===== config.mk =====
export PLATFORM = sky130hd
export DESIGN_NAME = slb_top
export DESIGN_NICKNAME = d
export VERILOG_FILES = /design/src/design/slb_pkg.sv /design/src/design/slb_drive.sv /design/src/design/slb_lane.sv /design/src/design/slb_top.sv
export SDC_FILE = /design/constraint.sdc
export NUM_CORES = 2
export LEC_CHECK = 0
export BUFFER_PORTS_ARGS = -buffer_cell sky130_fd_sc_hd__buf_2
export CAP_MARGIN = 20
export CELL_PAD_IN_SITES_DETAIL_PLACEMENT = 0
export CELL_PAD_IN_SITES_GLOBAL_PLACEMENT = 1
export CORE_MARGIN = 2
export CORE_UTILIZATION = 42
export CTS_CLUSTER_DIAMETER = 30
export DETAILED_ROUTE_END_ITERATION = 7
export PLACE_DENSITY = 0.84
export SLEW_MARGIN = 5
export SYNTH_ARGS = -nofsm -noshare
export SYNTH_HDL_FRONTEND = slang
export SYNTH_SLANG_ARGS = --single-unit

===== constraint.sdc =====
create_clock -name I_REF_CLK -period 15.7 [get_ports I_REF_CLK]
set_input_delay 0.785 -clock I_REF_CLK [delete_from_list [all_inputs] [get_ports I_REF_CLK]]
set_output_delay 0.785 -clock I_REF_CLK [all_outputs]
set_load 0.01 [all_outputs]

===== src/design/slb_pkg.sv =====
// Constants and field layout of the serial lane loopback/BERT control.
// Assumes a 40 MHz register clock and four lanes per port.
package slb_pkg;

	// ==========================================================
	// Geometry
	localparam int NUM_LANES = 4;
	localparam int CODE_W = 10;
	localparam int ADDR_W = 8;
	localparam int DATA_W = 32;
	localparam int PORT_W = 4;

	// ==========================================================
	// Register offsets (byte addresses) and indices
	localparam logic [ADDR_W-1:0] ADDR_LANE_CFG0 = 8'h00;
	localparam logic [ADDR_W-1:0] ADDR_PORT_CTRL = 8'h10;
	localparam logic [ADDR_W-1:0] ADDR_PAT_CTRL = 8'h14;
	localparam logic [ADDR_W-1:0] ADDR_FIX_PAT0 = 8'h18;
	localparam logic [ADDR_W-1:0] ADDR_STATUS = 8'h28;
	localparam logic [3:0] IDX_CFG0 = 4'h0;
	localparam logic [3:0] IDX_PORT = 4'h4;
	localparam logic [3:0] IDX_PAT = 4'h5;
	localparam logic [3:0] IDX_FIX0 = 4'h6;
	localparam logic [3:0] IDX_STATUS = 4'hA;
	localparam logic [3:0] IDX_NONE = 4'hF;

	// ==========================================================
	// Lane configuration fields
	localparam int CFG_W = 12;
	localparam int CFG_DRV_LSB = 0;
	localparam int CFG_TRIM_LSB = 2;
	localparam int CFG_EMPH_LSB = 6;
	localparam int CFG_ALB_BIT = 10;
	localparam int CFG_FRMDIS_BIT = 11;
	localparam logic [CFG_W-1:0] CFG_RST = 12'h021;

	// Port control fields
	localparam int PORT_CTRL_W = 3;
	localparam int PORT_DLB_BIT = 0;
	localparam int PORT_RST_N_BIT = 1;
	localparam int PORT_LLB_BIT = 2;
	localparam logic [PORT_CTRL_W-1:0] PORT_CTRL_RST = 3'h0;

	// Pattern control: one byte per lane, source in the low three bits
	localparam int PAT_FIELD_W = 8;
	localparam int PAT_SEL_W = 3;
	localparam logic [PAT_SEL_W-1:0] PAT_NORMAL = 3'h0;
	localparam logic [PAT_SEL_W-1:0] PAT_PRBS = 3'h1;
	localparam logic [PAT_SEL_W-1:0] PAT_FIXED = 3'h4;

	// Fixed pattern: two code groups per lane
	localparam int FIX_PAT_W = 20;
	localparam logic [FIX_PAT_W-1:0] FIX_PAT_RST = 20'h00000;

	// Status fields
	localparam int STAT_ALB_LSB = 0;
	localparam int STAT_BERT_LSB = 4;
	localparam int STAT_SETTLED_BIT = 8;
	localparam int STAT_DLB_BIT = 9;

	// ==========================================================
	// Drive arithmetic, levels in units of 10 uA
	localparam int LVL_W = 12;
	localparam logic [4:0] NOM_MA_LOW = 5'h0A;
	localparam logic [4:0] NOM_MA_MID = 5'h14;
	localparam logic [4:0] NOM_MA_HIGH = 5'h1C;
	localparam logic [7:0] PCT_BASE = 8'h3C;
	localparam logic [7:0] PCT_STEP = 8'h05;
	localparam logic [7:0] EMPH_STEP_PCT = 8'h04;
	localparam logic [7:0] PCT_FULL = 8'h64;

	// ==========================================================
	// Timing
	localparam int CLK_PERIOD_NS = 25;
	localparam int RST_WAIT_NS = 500;
	localparam int RST_WAIT_CYC =
		(RST_WAIT_NS + CLK_PERIOD_NS - 1) / CLK_PERIOD_NS;

	// ==========================================================
	// Pattern generator and bus answers
	localparam logic [6:0] PRBS_SEED = 7'h7F;
	localparam int PRBS_TAP_A = 6;
	localparam int PRBS_TAP_B = 5;
	localparam int PRBS_BITS = 5;
	localparam logic [1:0] RESP_OKAY = 2'h0;
	localparam logic [1:0] RESP_SLVERR = 2'h2;

endpackage


===== src/design/slb_drive.sv =====
// Per-lane transmit current arithmetic: nominal, trimmed and emphasised level.
// Assumes settings come from registers in the same clock domain.
`timescale 1ns/1ps
`default_nettype none
module slb_drive (
	input wire logic i_clk,
	input wire logic i_reset,
	input wire logic [1:0] i_sel,
	input wire logic [3:0] i_trim,
	input wire logic [3:0] i_emph,
	output logic [slb_pkg::LVL_W-1:0] o_level,
	output logic [slb_pkg::LVL_W-1:0] o_emph_level
);
	import slb_pkg::*;

	logic [4:0] nom_ma;
	logic [7:0] pct;
	logic [LVL_W-1:0] level;
	logic [17:0] drop;

	// ==========================================================
	// Level calculation
	always_comb begin
		// RQ1 nominal current select
		unique case (i_sel)
			2'b00: nom_ma = NOM_MA_LOW;
			2'b01: nom_ma = NOM_MA_MID;
			default: nom_ma = NOM_MA_HIGH;
		endcase
		// RQ2 trim in five percent steps
		pct = 8'(PCT_BASE + PCT_STEP * {4'h0, i_trim});
		level = LVL_W'({8'h00, nom_ma} * {5'h00, pct});
		// RQ3 drop after first bit
		drop = (18'(level) * 18'(i_emph) * 18'(EMPH_STEP_PCT))
			/ 18'(PCT_FULL);
	end

	always_ff @(posedge i_clk) begin
		if (i_reset) begin
			o_level <= 12'h000;
			o_emph_level <= 12'h000;
		end else begin
			o_level <= level;
			o_emph_level <= level - LVL_W'(drop);
		end
	end

	a_drive_max: assert property (@(posedge i_clk) disable iff (i_reset)
		($past(i_sel) == 2'b10 && $past(i_trim) == 4'hF)
		|-> o_level == 12'hEC4) // RQ2
		else $error("drive level not 135 percent of 28 mA");
	a_drive_min: assert property (@(posedge i_clk) disable iff (i_reset)
		($past(i_sel) == 2'b00 && $past(i_trim) == 4'h0
		&& $past(i_emph) == 4'h0)
		|-> (o_level == 12'h258 && o_emph_level == 12'h258)) // RQ1
		else $error("drive level not 60 percent of 10 mA");

endmodule
`default_nettype wire


===== src/design/slb_lane.sv =====
// One serial lane: pattern generation, loopback muxes and framer control.
// Assumes rx line data already synchronised to the clock.
`timescale 1ns/1ps
`default_nettype none
module slb_lane (
	input wire logic i_clk,
	input wire logic i_reset,
	input wire logic [slb_pkg::PAT_SEL_W-1:0] i_pat_sel,
	input wire logic [slb_pkg::FIX_PAT_W-1:0] i_fix_pat,
	input wire logic i_alb,
	input wire logic i_dlb,
	input wire logic i_framer_dis,
	input wire logic i_lane_rst_n,
	input wire logic [slb_pkg::CODE_W-1:0] i_tx_code,
	input wire logic [slb_pkg::CODE_W-1:0] i_rx_line,
	output logic [slb_pkg::CODE_W-1:0] o_tx_line,
	output logic [slb_pkg::CODE_W-1:0] o_rx_code,
	output logic o_rx_valid,
	output logic o_tx_ready,
	output logic o_framer_en
);
	import slb_pkg::*;

	logic [6:0] lfsr_q;
	logic [6:0] lfsr_d;
	logic phase_q;
	logic [CODE_W-1:0] prbs_word;
	logic [CODE_W-1:0] fix_word;
	logic bert;

	function automatic logic [6:0] prbs_step(input logic [6:0] s);
		prbs_step = {s[5:0], s[PRBS_TAP_A] ^ s[PRBS_TAP_B]};
	endfunction

	// ==========================================================
	// Pattern sources
	always_comb begin
		lfsr_d = lfsr_q;
		prbs_word = '0;
		// RQ19 each bit paired with its complement
		for (int i = 0; i < PRBS_BITS; i++) begin
			prbs_word[2*i+1] = lfsr_d[6];
			prbs_word[2*i] = ~lfsr_d[6];
			lfsr_d = prbs_step(lfsr_d);
		end
		// RQ20 alternate the two code groups
		fix_word = phase_q ? i_fix_pat[FIX_PAT_W-1:CODE_W]
			: i_fix_pat[CODE_W-1:0];
		bert = (i_pat_sel != PAT_NORMAL);
	end

	always_ff @(posedge i_clk) begin
		if (i_reset || i_pat_sel != PAT_PRBS) begin
			lfsr_q <= PRBS_SEED;
		end else begin
			lfsr_q <= lfsr_d;
		end
	end

	always_ff @(posedge i_clk) begin
		if (i_reset || i_pat_sel != PAT_FIXED) begin
			phase_q <= 1'b0;
		end else begin
			phase_q <= ~phase_q;
		end
	end

	// ==========================================================
	// Transmit side
	always_ff @(posedge i_clk) begin
		if (i_reset || !i_lane_rst_n) begin
			o_tx_line <= 10'h000;
		end else begin
			// RQ16 test pattern replaces traffic
			unique case (i_pat_sel)
				PAT_PRBS: o_tx_line <= prbs_word;
				PAT_FIXED: o_tx_line <= fix_word;
				default: o_tx_line <= i_tx_code;
			endcase
		end
	end

	always_ff @(posedge i_clk) begin
		if (i_reset) begin
			o_tx_ready <= 1'b0;
			o_framer_en <= 1'b0;
		end else begin
			// RQ16 traffic held off during test
			o_tx_ready <= (i_lane_rst_n || i_dlb) && !bert;
			// RQ13 framer realignment off
			o_framer_en <= !i_framer_dis;
		end
	end

	// ==========================================================
	// Receive side
	always_ff @(posedge i_clk) begin
		if (i_reset) begin
			o_rx_code <= 10'h000;
			o_rx_valid <= 1'b0;
		end else begin
			// RQ10 RQ12 port loop before encoding
			if (i_dlb) begin
				o_rx_code <= i_tx_code;
			// RQ6 RQ9 loop at line edge
			end else if (i_alb) begin
				o_rx_code <= o_tx_line;
			end else begin
				o_rx_code <= i_rx_line;
			end
			// RQ11 no training needed in port loop
			o_rx_valid <= i_dlb || (i_lane_rst_n && !bert);
		end
	end

	a_alb_path: assert property (@(posedge i_clk) disable iff (i_reset)
		($past(i_alb) && !$past(i_dlb))
		|-> o_rx_code == $past(o_tx_line)) // RQ6
		else $error("analog loopback did not return tx line");
	a_framer_ctl: assert property (@(posedge i_clk) disable iff (i_reset)
		$past(i_framer_dis) |-> !o_framer_en) // RQ13
		else $error("framer still enabled while disabled");

endmodule
`default_nettype wire


===== src/design/slb_top.sv =====
// Serial port loopback, drive tuning and BERT control with AXI4-Lite registers.
// Assumes one 40 MHz clock; line inputs arrive from another domain.
//
// Functional notes
// RQ1 - drive select picks 10, 20, 28 mA
// RQ2 - trim sets 60 to 135 percent, 5% steps
// RQ3 - pre-emphasis ratio sets drop after first bit
// RQ4 - every lane has its own drive settings
// RQ5 - software keeps drive within link limits
// RQ6 - per-lane analog loopback ignores external data
// RQ7 - analog loopback changes only during SerDes reset
// RQ8 - software: reset, configure, wait 500 ns, release
// RQ9 - analog loop sits at line edge
// RQ10 - port digital loopback before line encoding
// RQ11 - no test patterns in digital loopback
// RQ12 - digital loopback discards external link data
// RQ13 - framer disable stops codeword realignment
// RQ14 - software disables framer before BERT
// RQ15 - logical loopback routes all to ingress
// RQ16 - per-lane BERT stops normal traffic
// RQ17 - pattern control: normal, PRBS or fixed
// RQ18 - partner checks PRBS, fixed or loops
// RQ19 - PRBS sequence is DC balanced
// RQ20 - code 100 sends 20-bit fixed pattern
// RQ21 - reset bit low holds four lanes
`timescale 1ns/1ps
`default_nettype none
module slb_top (
	input wire logic I_REF_CLK,
	input wire logic I_RESET,
	input wire logic I_AWVALID,
	output logic O_AWREADY,
	input wire logic [slb_pkg::ADDR_W-1:0] I_AWADDR,
	input wire logic I_WVALID,
	output logic O_WREADY,
	input wire logic [slb_pkg::DATA_W-1:0] I_WDATA,
	input wire logic [3:0] I_WSTRB,
	output logic O_BVALID,
	input wire logic I_BREADY,
	output logic [1:0] O_BRESP,
	input wire logic I_ARVALID,
	output logic O_ARREADY,
	input wire logic [slb_pkg::ADDR_W-1:0] I_ARADDR,
	output logic O_RVALID,
	input wire logic I_RREADY,
	output logic [slb_pkg::DATA_W-1:0] O_RDATA,
	output logic [1:0] O_RRESP,
	input wire logic [39:0] I_TX_CODE,
	output logic [3:0] O_TX_READY,
	output logic [39:0] O_TX_LINE,
	input wire logic [39:0] I_RX_LINE,
	output logic [39:0] O_RX_CODE,
	output logic [3:0] O_RX_VALID,
	output logic [3:0] O_FRAMER_EN,
	output logic [3:0] O_LANE_RST_N,
	output logic [3:0] O_ANALOG_LB,
	output logic [47:0] O_DRIVE_LVL,
	output logic [47:0] O_EMPH_LVL,
	input wire logic I_ROUTE_VALID,
	input wire logic [slb_pkg::PORT_W-1:0] I_ROUTE_DEST_PORT,
	input wire logic [slb_pkg::PORT_W-1:0] I_INGRESS_PORT,
	output logic O_ROUTE_VALID,
	output logic [slb_pkg::PORT_W-1:0] O_ROUTE_PORT
);
	import slb_pkg::*;

	logic [CFG_W-1:0] lane_cfg_q [NUM_LANES];
	logic [PORT_CTRL_W-1:0] port_ctrl_q;
	logic [PAT_SEL_W-1:0] pat_sel_q [NUM_LANES];
	logic [PAT_SEL_W-1:0] pat_eff [NUM_LANES];
	logic [FIX_PAT_W-1:0] fix_pat_q [NUM_LANES];
	logic [NUM_LANES-1:0] bert_act;
	logic [4:0] rst_cnt_q;
	logic settled_q;
	logic [39:0] rx_meta_q;
	logic [39:0] rx_sync_q;
	logic dlb;
	logic rst_n;

	logic aw_take, w_take, aw_have_q, w_have_q, aw_have_d, w_have_d;
	logic do_write, bvalid_d, ar_take, rvalid_d;
	logic [ADDR_W-1:0] awaddr_q, wr_addr;
	logic [DATA_W-1:0] wdata_q, wr_data, wr_new;
	logic [3:0] wstrb_q, wr_strb, wr_idx, rd_idx;

	// ==========================================================
	// Register decode helpers
	function automatic logic [3:0] reg_index(input logic [ADDR_W-1:0] a);
		if (a[1:0] != 2'b00 || a > ADDR_STATUS) begin
			reg_index = IDX_NONE;
		end else begin
			reg_index = a[5:2];
		end
	endfunction

	function automatic logic [DATA_W-1:0] reg_read(input logic [3:0] idx);
		reg_read = '0;
		if (idx < IDX_PORT) begin
			reg_read[CFG_W-1:0] = lane_cfg_q[idx[1:0]];
		end else if (idx == IDX_PORT) begin
			reg_read[PORT_CTRL_W-1:0] = port_ctrl_q;
		end else if (idx == IDX_PAT) begin
			for (int n = 0; n < NUM_LANES; n++) begin
				reg_read[n*PAT_FIELD_W +: PAT_SEL_W] = pat_sel_q[n];
			end
		end else if (idx < IDX_STATUS) begin
			reg_read[FIX_PAT_W-1:0] = fix_pat_q[2'(idx - IDX_FIX0)];
		end else if (idx == IDX_STATUS) begin
			reg_read[STAT_ALB_LSB +: NUM_LANES] = O_ANALOG_LB;
			reg_read[STAT_BERT_LSB +: NUM_LANES] = bert_act;
			reg_read[STAT_SETTLED_BIT] = settled_q;
			reg_read[STAT_DLB_BIT] = dlb;
		end
	endfunction

	// ==========================================================
	// AXI4-Lite write channel
	always_comb begin
		aw_take = I_AWVALID && O_AWREADY;
		w_take = I_WVALID && O_WREADY;
		aw_have_d = aw_have_q || aw_take;
		w_have_d = w_have_q || w_take;
		wr_addr = aw_have_q ? awaddr_q : I_AWADDR;
		wr_data = w_have_q ? wdata_q : I_WDATA;
		wr_strb = w_have_q ? wstrb_q : I_WSTRB;
		do_write = aw_have_d && w_have_d && !O_BVALID;
		bvalid_d = do_write || (O_BVALID && !I_BREADY);
		wr_idx = reg_index(wr_addr);
		wr_new = reg_read(wr_idx);
		for (int b = 0; b < 4; b++) begin
			if (wr_strb[b]) begin
				wr_new[b*8 +: 8] = wr_data[b*8 +: 8];
			end
		end
	end

	always_ff @(posedge I_REF_CLK) begin
		if (I_RESET) begin
			aw_have_q <= 1'b0;
			w_have_q <= 1'b0;
			awaddr_q <= 8'h00;
			wdata_q <= 32'h00000000;
			wstrb_q <= 4'h0;
			O_AWREADY <= 1'b0;
			O_WREADY <= 1'b0;
			O_BVALID <= 1'b0;
			O_BRESP <= RESP_OKAY;
		end else begin
			aw_have_q <= aw_have_d && !do_write;
			w_have_q <= w_have_d && !do_write;
			if (aw_take) begin
				awaddr_q <= I_AWADDR;
			end
			if (w_take) begin
				wdata_q <= I_WDATA;
				wstrb_q <= I_WSTRB;
			end
			O_AWREADY <= !bvalid_d && !(aw_have_d && !do_write);
			O_WREADY <= !bvalid_d && !(w_have_d && !do_write);
			O_BVALID <= bvalid_d;
			if (do_write) begin
				O_BRESP <= (wr_idx == IDX_NONE) ? RESP_SLVERR : RESP_OKAY;
			end
		end
	end

	// ==========================================================
	// AXI4-Lite read channel
	always_comb begin
		ar_take = I_ARVALID && O_ARREADY;
		rvalid_d = ar_take || (O_RVALID && !I_RREADY);
		rd_idx = reg_index(I_ARADDR);
	end

	always_ff @(posedge I_REF_CLK) begin
		if (I_RESET) begin
			O_ARREADY <= 1'b0;
			O_RVALID <= 1'b0;
			O_RDATA <= 32'h00000000;
			O_RRESP <= RESP_OKAY;
		end else begin
			O_ARREADY <= !rvalid_d;
			O_RVALID <= rvalid_d;
			if (ar_take) begin
				O_RDATA <= reg_read(rd_idx);
				O_RRESP <= (rd_idx == IDX_NONE) ? RESP_SLVERR : RESP_OKAY;
			end
		end
	end

	// ==========================================================
	// Control registers
	always_ff @(posedge I_REF_CLK) begin
		for (int n = 0; n < NUM_LANES; n++) begin
			if (I_RESET) begin
				lane_cfg_q[n] <= CFG_RST;
				pat_sel_q[n] <= PAT_NORMAL;
				fix_pat_q[n] <= FIX_PAT_RST;
			end else if (do_write) begin
				// RQ4 separate settings per lane
				if (wr_idx == IDX_CFG0 + 4'(n)) begin
					lane_cfg_q[n] <= wr_new[CFG_W-1:0];
				end
				// RQ17 per-lane pattern source
				if (wr_idx == IDX_PAT) begin
					pat_sel_q[n] <= wr_new[n*PAT_FIELD_W +: PAT_SEL_W];
				end
				if (wr_idx == IDX_FIX0 + 4'(n)) begin
					fix_pat_q[n] <= wr_new[FIX_PAT_W-1:0];
				end
			end
		end
	end

	always_ff @(posedge I_REF_CLK) begin
		if (I_RESET) begin
			port_ctrl_q <= PORT_CTRL_RST;
		end else if (do_write && wr_idx == IDX_PORT) begin
			port_ctrl_q <= wr_new[PORT_CTRL_W-1:0];
		end
	end

	always_comb begin
		dlb = port_ctrl_q[PORT_DLB_BIT];
		rst_n = port_ctrl_q[PORT_RST_N_BIT];
		for (int n = 0; n < NUM_LANES; n++) begin
			// RQ11 patterns blocked in digital loopback
			if (dlb || !(pat_sel_q[n] == PAT_PRBS
				|| pat_sel_q[n] == PAT_FIXED)) begin
				pat_eff[n] = PAT_NORMAL;
			end else begin
				pat_eff[n] = pat_sel_q[n];
			end
			bert_act[n] = (pat_eff[n] != PAT_NORMAL);
		end
	end

	// ==========================================================
	// SerDes reset and analog loopback gating
	always_ff @(posedge I_REF_CLK) begin
		if (I_RESET) begin
			O_LANE_RST_N <= 4'h0;
			O_ANALOG_LB <= 4'h0;
			rst_cnt_q <= 5'h00;
			settled_q <= 1'b0;
		end else begin
			// RQ21 low holds all lanes
			O_LANE_RST_N <= {NUM_LANES{rst_n}};
			// RQ7 loopback taken only under reset
			if (!rst_n) begin
				for (int n = 0; n < NUM_LANES; n++) begin
					O_ANALOG_LB[n] <= lane_cfg_q[n][CFG_ALB_BIT];
				end
			end
			if (rst_n) begin
				rst_cnt_q <= 5'h00;
				settled_q <= 1'b0;
			end else if (32'(rst_cnt_q) < RST_WAIT_CYC) begin
				rst_cnt_q <= rst_cnt_q + 5'h01;
			end else begin
				settled_q <= 1'b1;
			end
		end
	end

	// Line inputs come from the SerDes domain
	always_ff @(posedge I_REF_CLK) begin
		if (I_RESET) begin
			rx_meta_q <= 40'h0000000000;
			rx_sync_q <= 40'h0000000000;
		end else begin
			rx_meta_q <= I_RX_LINE;
			rx_sync_q <= rx_meta_q;
		end
	end

	// ==========================================================
	// Lanes
	for (genvar g = 0; g < NUM_LANES; g++) begin : g_lane
		slb_lane u_lane (
			.i_clk(I_REF_CLK),
			.i_reset(I_RESET),
			.i_pat_sel(pat_eff[g]),
			.i_fix_pat(fix_pat_q[g]),
			.i_alb(O_ANALOG_LB[g]),
			.i_dlb(dlb),
			.i_framer_dis(lane_cfg_q[g][CFG_FRMDIS_BIT]),
			.i_lane_rst_n(rst_n),
			.i_tx_code(I_TX_CODE[g*CODE_W +: CODE_W]),
			.i_rx_line(rx_sync_q[g*CODE_W +: CODE_W]),
			.o_tx_line(O_TX_LINE[g*CODE_W +: CODE_W]),
			.o_rx_code(O_RX_CODE[g*CODE_W +: CODE_W]),
			.o_rx_valid(O_RX_VALID[g]),
			.o_tx_ready(O_TX_READY[g]),
			.o_framer_en(O_FRAMER_EN[g])
		);
		slb_drive u_drive (
			.i_clk(I_REF_CLK),
			.i_reset(I_RESET),
			.i_sel(lane_cfg_q[g][CFG_DRV_LSB +: 2]),
			.i_trim(lane_cfg_q[g][CFG_TRIM_LSB +: 4]),
			.i_emph(lane_cfg_q[g][CFG_EMPH_LSB +: 4]),
			.o_level(O_DRIVE_LVL[g*LVL_W +: LVL_W]),
			.o_emph_level(O_EMPH_LVL[g*LVL_W +: LVL_W])
		);
	end

	// ==========================================================
	// Logical line loopback on the routing lookup
	always_ff @(posedge I_REF_CLK) begin
		if (I_RESET) begin
			O_ROUTE_VALID <= 1'b0;
			O_ROUTE_PORT <= 4'h0;
		end else begin
			O_ROUTE_VALID <= I_ROUTE_VALID;
			// RQ15 every destination to ingress
			O_ROUTE_PORT <= port_ctrl_q[PORT_LLB_BIT] ? I_INGRESS_PORT
				: I_ROUTE_DEST_PORT;
		end
	end

	// ==========================================================
	// Checks
	a_alb_frozen: assert property (@(posedge I_REF_CLK) disable iff (I_RESET)
		($past(rst_n) && rst_n) |=> $stable(O_ANALOG_LB)) // RQ7
		else $error("analog loopback changed outside SerDes reset");
	a_dlb_feed: assert property (@(posedge I_REF_CLK) disable iff (I_RESET)
		dlb |=> O_RX_CODE == $past(I_TX_CODE)) // RQ12
		else $error("digital loopback did not return tx codes");
	a_dlb_no_bert: assert property (@(posedge I_REF_CLK) disable iff (I_RESET)
		dlb |=> O_TX_READY == 4'hF) // RQ11
		else $error("test pattern active in digital loopback");
	a_bert_stops: assert property (@(posedge I_REF_CLK) disable iff (I_RESET)
		bert_act[0] |=> !O_TX_READY[0] && !O_RX_VALID[0]) // RQ16
		else $error("lane 0 traffic not stopped during test");
	a_fixed_word: assert property (@(posedge I_REF_CLK) disable iff (I_RESET)
		(pat_eff[1] == PAT_FIXED && rst_n)[*2]
		|=> (O_TX_LINE[19:10] == fix_pat_q[1][9:0]
		|| O_TX_LINE[19:10] == fix_pat_q[1][19:10])) // RQ20
		else $error("lane 1 fixed pattern not transmitted");
	a_prbs_balance: assert property (@(posedge I_REF_CLK) disable iff (I_RESET)
		(pat_eff[0] == PAT_PRBS && rst_n)
		|=> $countones(O_TX_LINE[9:0]) == 5) // RQ19
		else $error("lane 0 PRBS word not DC balanced");
	a_lane_reset: assert property (@(posedge I_REF_CLK) disable iff (I_RESET)
		!rst_n |=> O_LANE_RST_N == 4'h0 ##1 (O_TX_LINE == '0 || rst_n)) // RQ21
		else $error("lanes not held in reset");
	a_route_back: assert property (@(posedge I_REF_CLK) disable iff (I_RESET)
		port_ctrl_q[PORT_LLB_BIT] |=> O_ROUTE_PORT == $past(I_INGRESS_PORT)) // RQ15
		else $error("logical loopback did not route to ingress");
	a_write_resp: assert property (@(posedge I_REF_CLK) disable iff (I_RESET)
		do_write |=> O_BVALID && !O_AWREADY) // AXI4-Lite write response
		else $error("write response missing");

endmodule
`default_nettype wire


==> run metrics <==
vias per cell=5.75; Synth cell types=148; leading register cell type out of synthesis=dfxtp_1; core area=0.102 mm2; CP arrival=15720 ps; Cell Area, Placed=0.0490 mm2; Iter 0 DRT Violations=3881; fmax=65.8 MHz; clk sinks=522; GRT Total Usage=25.6%; Post-Synth Adder-Cell Area=13.1%; CTS tree=built; post-synthesis mux area share=4.17%; Worst Path Required=16220 ps; Root Buffer=clkbuf_16; Final Max Tran Viols=0; Skew-Pair Late Insertion Delay=720 ps; top-area cell type share of the netlist area=17.7%; EDFF count, synth=140; Mapped Avg Cell Area=8.39 um2; DIE AREA=0.105 mm2; ANT nets after route=0; routed via count=42300; Slew headroom=17.8%; minimum clock period=15200 ps; vias in the first global route=40000; Starting Density=42.4%; Overflow after GRT=0; clk buf depth=3; hold crit path type=in -> reg; Most common cell on crit path=a21o_1; fillcell total=9247; compound-cell area share of the yosys netlist=24.0%; Final Cycle Share=96.8%; IO Pins=390; outcome=finished clean; Seq/Total Area, Yosys=27.5%; Yosys Warn Count=0; Num CTS Buffers=108; routed len/inst=19.5 um; ranking of synthesized cells by area=dfxtp_1 (18%), edfxtp_1 (9.7%), ha_1 (7.1%), fa_1 (5.8%), nor2_1 (5.0%); leading area contributor after synthesis=dfxtp_1; asr flop ratio synth=0%; Worst Tran Pin Value=1220 ps; simple-gate share of the synthesized area=22.1%; MaxCap Viol Count=0; cts hold-fix bufs=0; Synth Cell Area=0.0431 mm2; CP Capture Type=register; worst setup path class=reg -> reg; Die Y=324 um; Detailed Routing Iterations Pass 1=6; Layout area overhead=28.8%; largest family of logic cells by synthesized area=compound AO/OA/AOI/OAI gates; CTS clock-pin slew for the worst setup and hold paths=50 ps; layout cell share with drive strength beyond 1=27.0%; Syn Inst Count=5142; Worst Setup Start Kind=register; hpwl dp=107 mm; initial antenna violation count=13; post-route cell area=0.0555 mm2; first-pass GRT wire length=220 mm; Seq cells post-synth=522; clk_skew=73.3 ps; H-tree depth=3; CP max FO=7; CP peak stage delay=620 ps; Final #Nets=6407; # setup viols final=0; Synth Area in XOR/XNOR=4.09%; final WL=143 mm; GPL Wtd Cong=0.958; slowest CP cell=fa_1; largest net degree at the start of global routing=104; die width=324 um; Final Hold Viols=0; PortBufs=365; DRC violations left=0; row count=117
## per-layer routing
| layer | vias up | track usage [%] | share of wire, % |
|---|---|---|---|
| met4 | 12 | 12.3 | 4.8 |
| met5 | - | 0 | 0.055 |
| met3 | 361 | 4.79 | 7.5 |
| met2 | 1562 | 42.0 | 47 |
| met1 | 20200 | 32.3 | 41 |
| li1 | 20200 | - | - |
## cells in the mapped netlist (all sizes together) (124+ instances only)
cell type  count
clkbuf       192
nor2b        139
nand2        458
o21ai        190
a21oi        361
dfxtp        382
and2         209
fa           124
mux2i        134
nor2         577
edfxtp       140
ha           245
nor3         148
xnor2        139
inv          241
## registers in the layout (all words and copies together), names as in the netlist, 3 cells and up
signal	cells
O_ANALOG_LB	4
O_RDATA	23
O_ROUTE_PORT	4
awaddr_q	8
fix_pat_q	80
g_lane.u_drive.o_emph_level	48
g_lane.u_drive.o_level	44
g_lane.u_lane.lfsr_q	28
g_lane.u_lane.o_framer_en	4
g_lane.u_lane.o_rx_code	40
g_lane.u_lane.o_rx_valid	4
g_lane.u_lane.o_tx_line	40
g_lane.u_lane.o_tx_ready	4
g_lane.u_lane.phase_q	4
lane_cfg_q	48
pat_sel_q	12
port_ctrl_q	3
rst_cnt_q	5
rx_meta_q	40
rx_sync_q	40
wdata_q	23
wstrb_q	4
## final cells by class
type	instances	area (um2)	share of cell area, %
inverter	243	915	1.65
clock buffer	132	2960	5.32
timing repair buffer	911	6000	10.8
clock inverter	73	970	1.75
sequential	522	11900	21.3
multi-input combinational	4104	31100	56.0
antenna	2	5.00	0.00901
tap	1368	1710	3.08
## cell usage in the layout, fill, tap and decap left out, types with 43 or more instances in the layout
master / instances
nor2_1: 561
buf_4: 534
nand2_1: 450
dfxtp_1: 381
buf_2: 365
a21oi_1: 311
inv_1: 234
ha_1: 222
and2_1: 204
edfxtp_1: 140
nor2b_1: 136
nor3_1: 123
o21ai_0: 122
fa_1: 121
mux2i_1: 120
xnor2_1: 115
clkbuf_16: 110
nand3_1: 91
a21o_1: 83
o211ai_1: 58
o22ai_1: 55
a22oi_1: 51
xor2_1: 47
a221oi_1: 46
o21ai_1: 44
or3_1: 43
## timing repair
action	CTS	global route
gates cloned	0	0
endpoints found under the setup margin	2	34
resized for setup	2	378
buffers inserted	0	72
pin swaps	1	130
## path summary, 6_finish.rpt
| kind | slack, ps | startpoint | depth (start not counted) | to |
|---|---|---|---|---|
| worst max-delay path | 500 | lane_cfg_q[0][2] | 68 | g_lane[0].u_drive.o_emph_level[10] |
| worst min-delay path | 270 | I_RX_LINE[13] | 2 | rx_meta_q[13] |
| worst max register to register | 500 | lane_cfg_q[0][2] | 68 | g_lane[0].u_drive.o_emph_level[10] |
| worst min register to register | 420 | g_lane[1].u_lane.lfsr_q[0] | 1 | g_lane[1].u_lane.lfsr_q[5] |
## critical path, delay by kind of cell, from the launching register on
| kind | cells | cell delay, ps |
|---|---|---|
| XOR/XNOR | 5 | 830 |
| adder cells (fa/ha/maj) | 12 | 4730 |
| AND/OR/NAND/NOR | 13 | 2740 |
| buffers and inverters | 10 | 1010 |
| flip-flops | 1 | 430 |
| AO/OA/AOI/OAI | 28 | 5250 |
## through the flow
| step | utilization (%) | instances | setup slack [ps] | setup TNS, ps | hold slack (ps) |
|---|---|---|---|---|---|
| detailed placement | 48.2 | 7069 | 63.7 | 0 | 407 |
| finish | 54.6 | 7355 | 498 | 0 | 272 |
| floorplan | - | 5156 | 244 | 0 | 390 |
| global route | 54.6 | 7354 | -229 | -574 | 273 |
| CTS | 52.0 | 7274 | 2.36 | 0 | 250 |
| global placement | 48.1 | 7067 | 166 | 0 | 393 |
## logic make-up after synthesis
family | after synthesis
and+or+nand+nor | 1938
AOI/OAI and AO/OA | 1409
buffers and inverters | 530
DFF | 522
adders and majority gates | 378
xor gates and xnor gates | 192
muxes | 172
other | 1
Power is not shown: default switching activity piles up to over one toggle a cycle in this logic, so the estimate is an artifact.
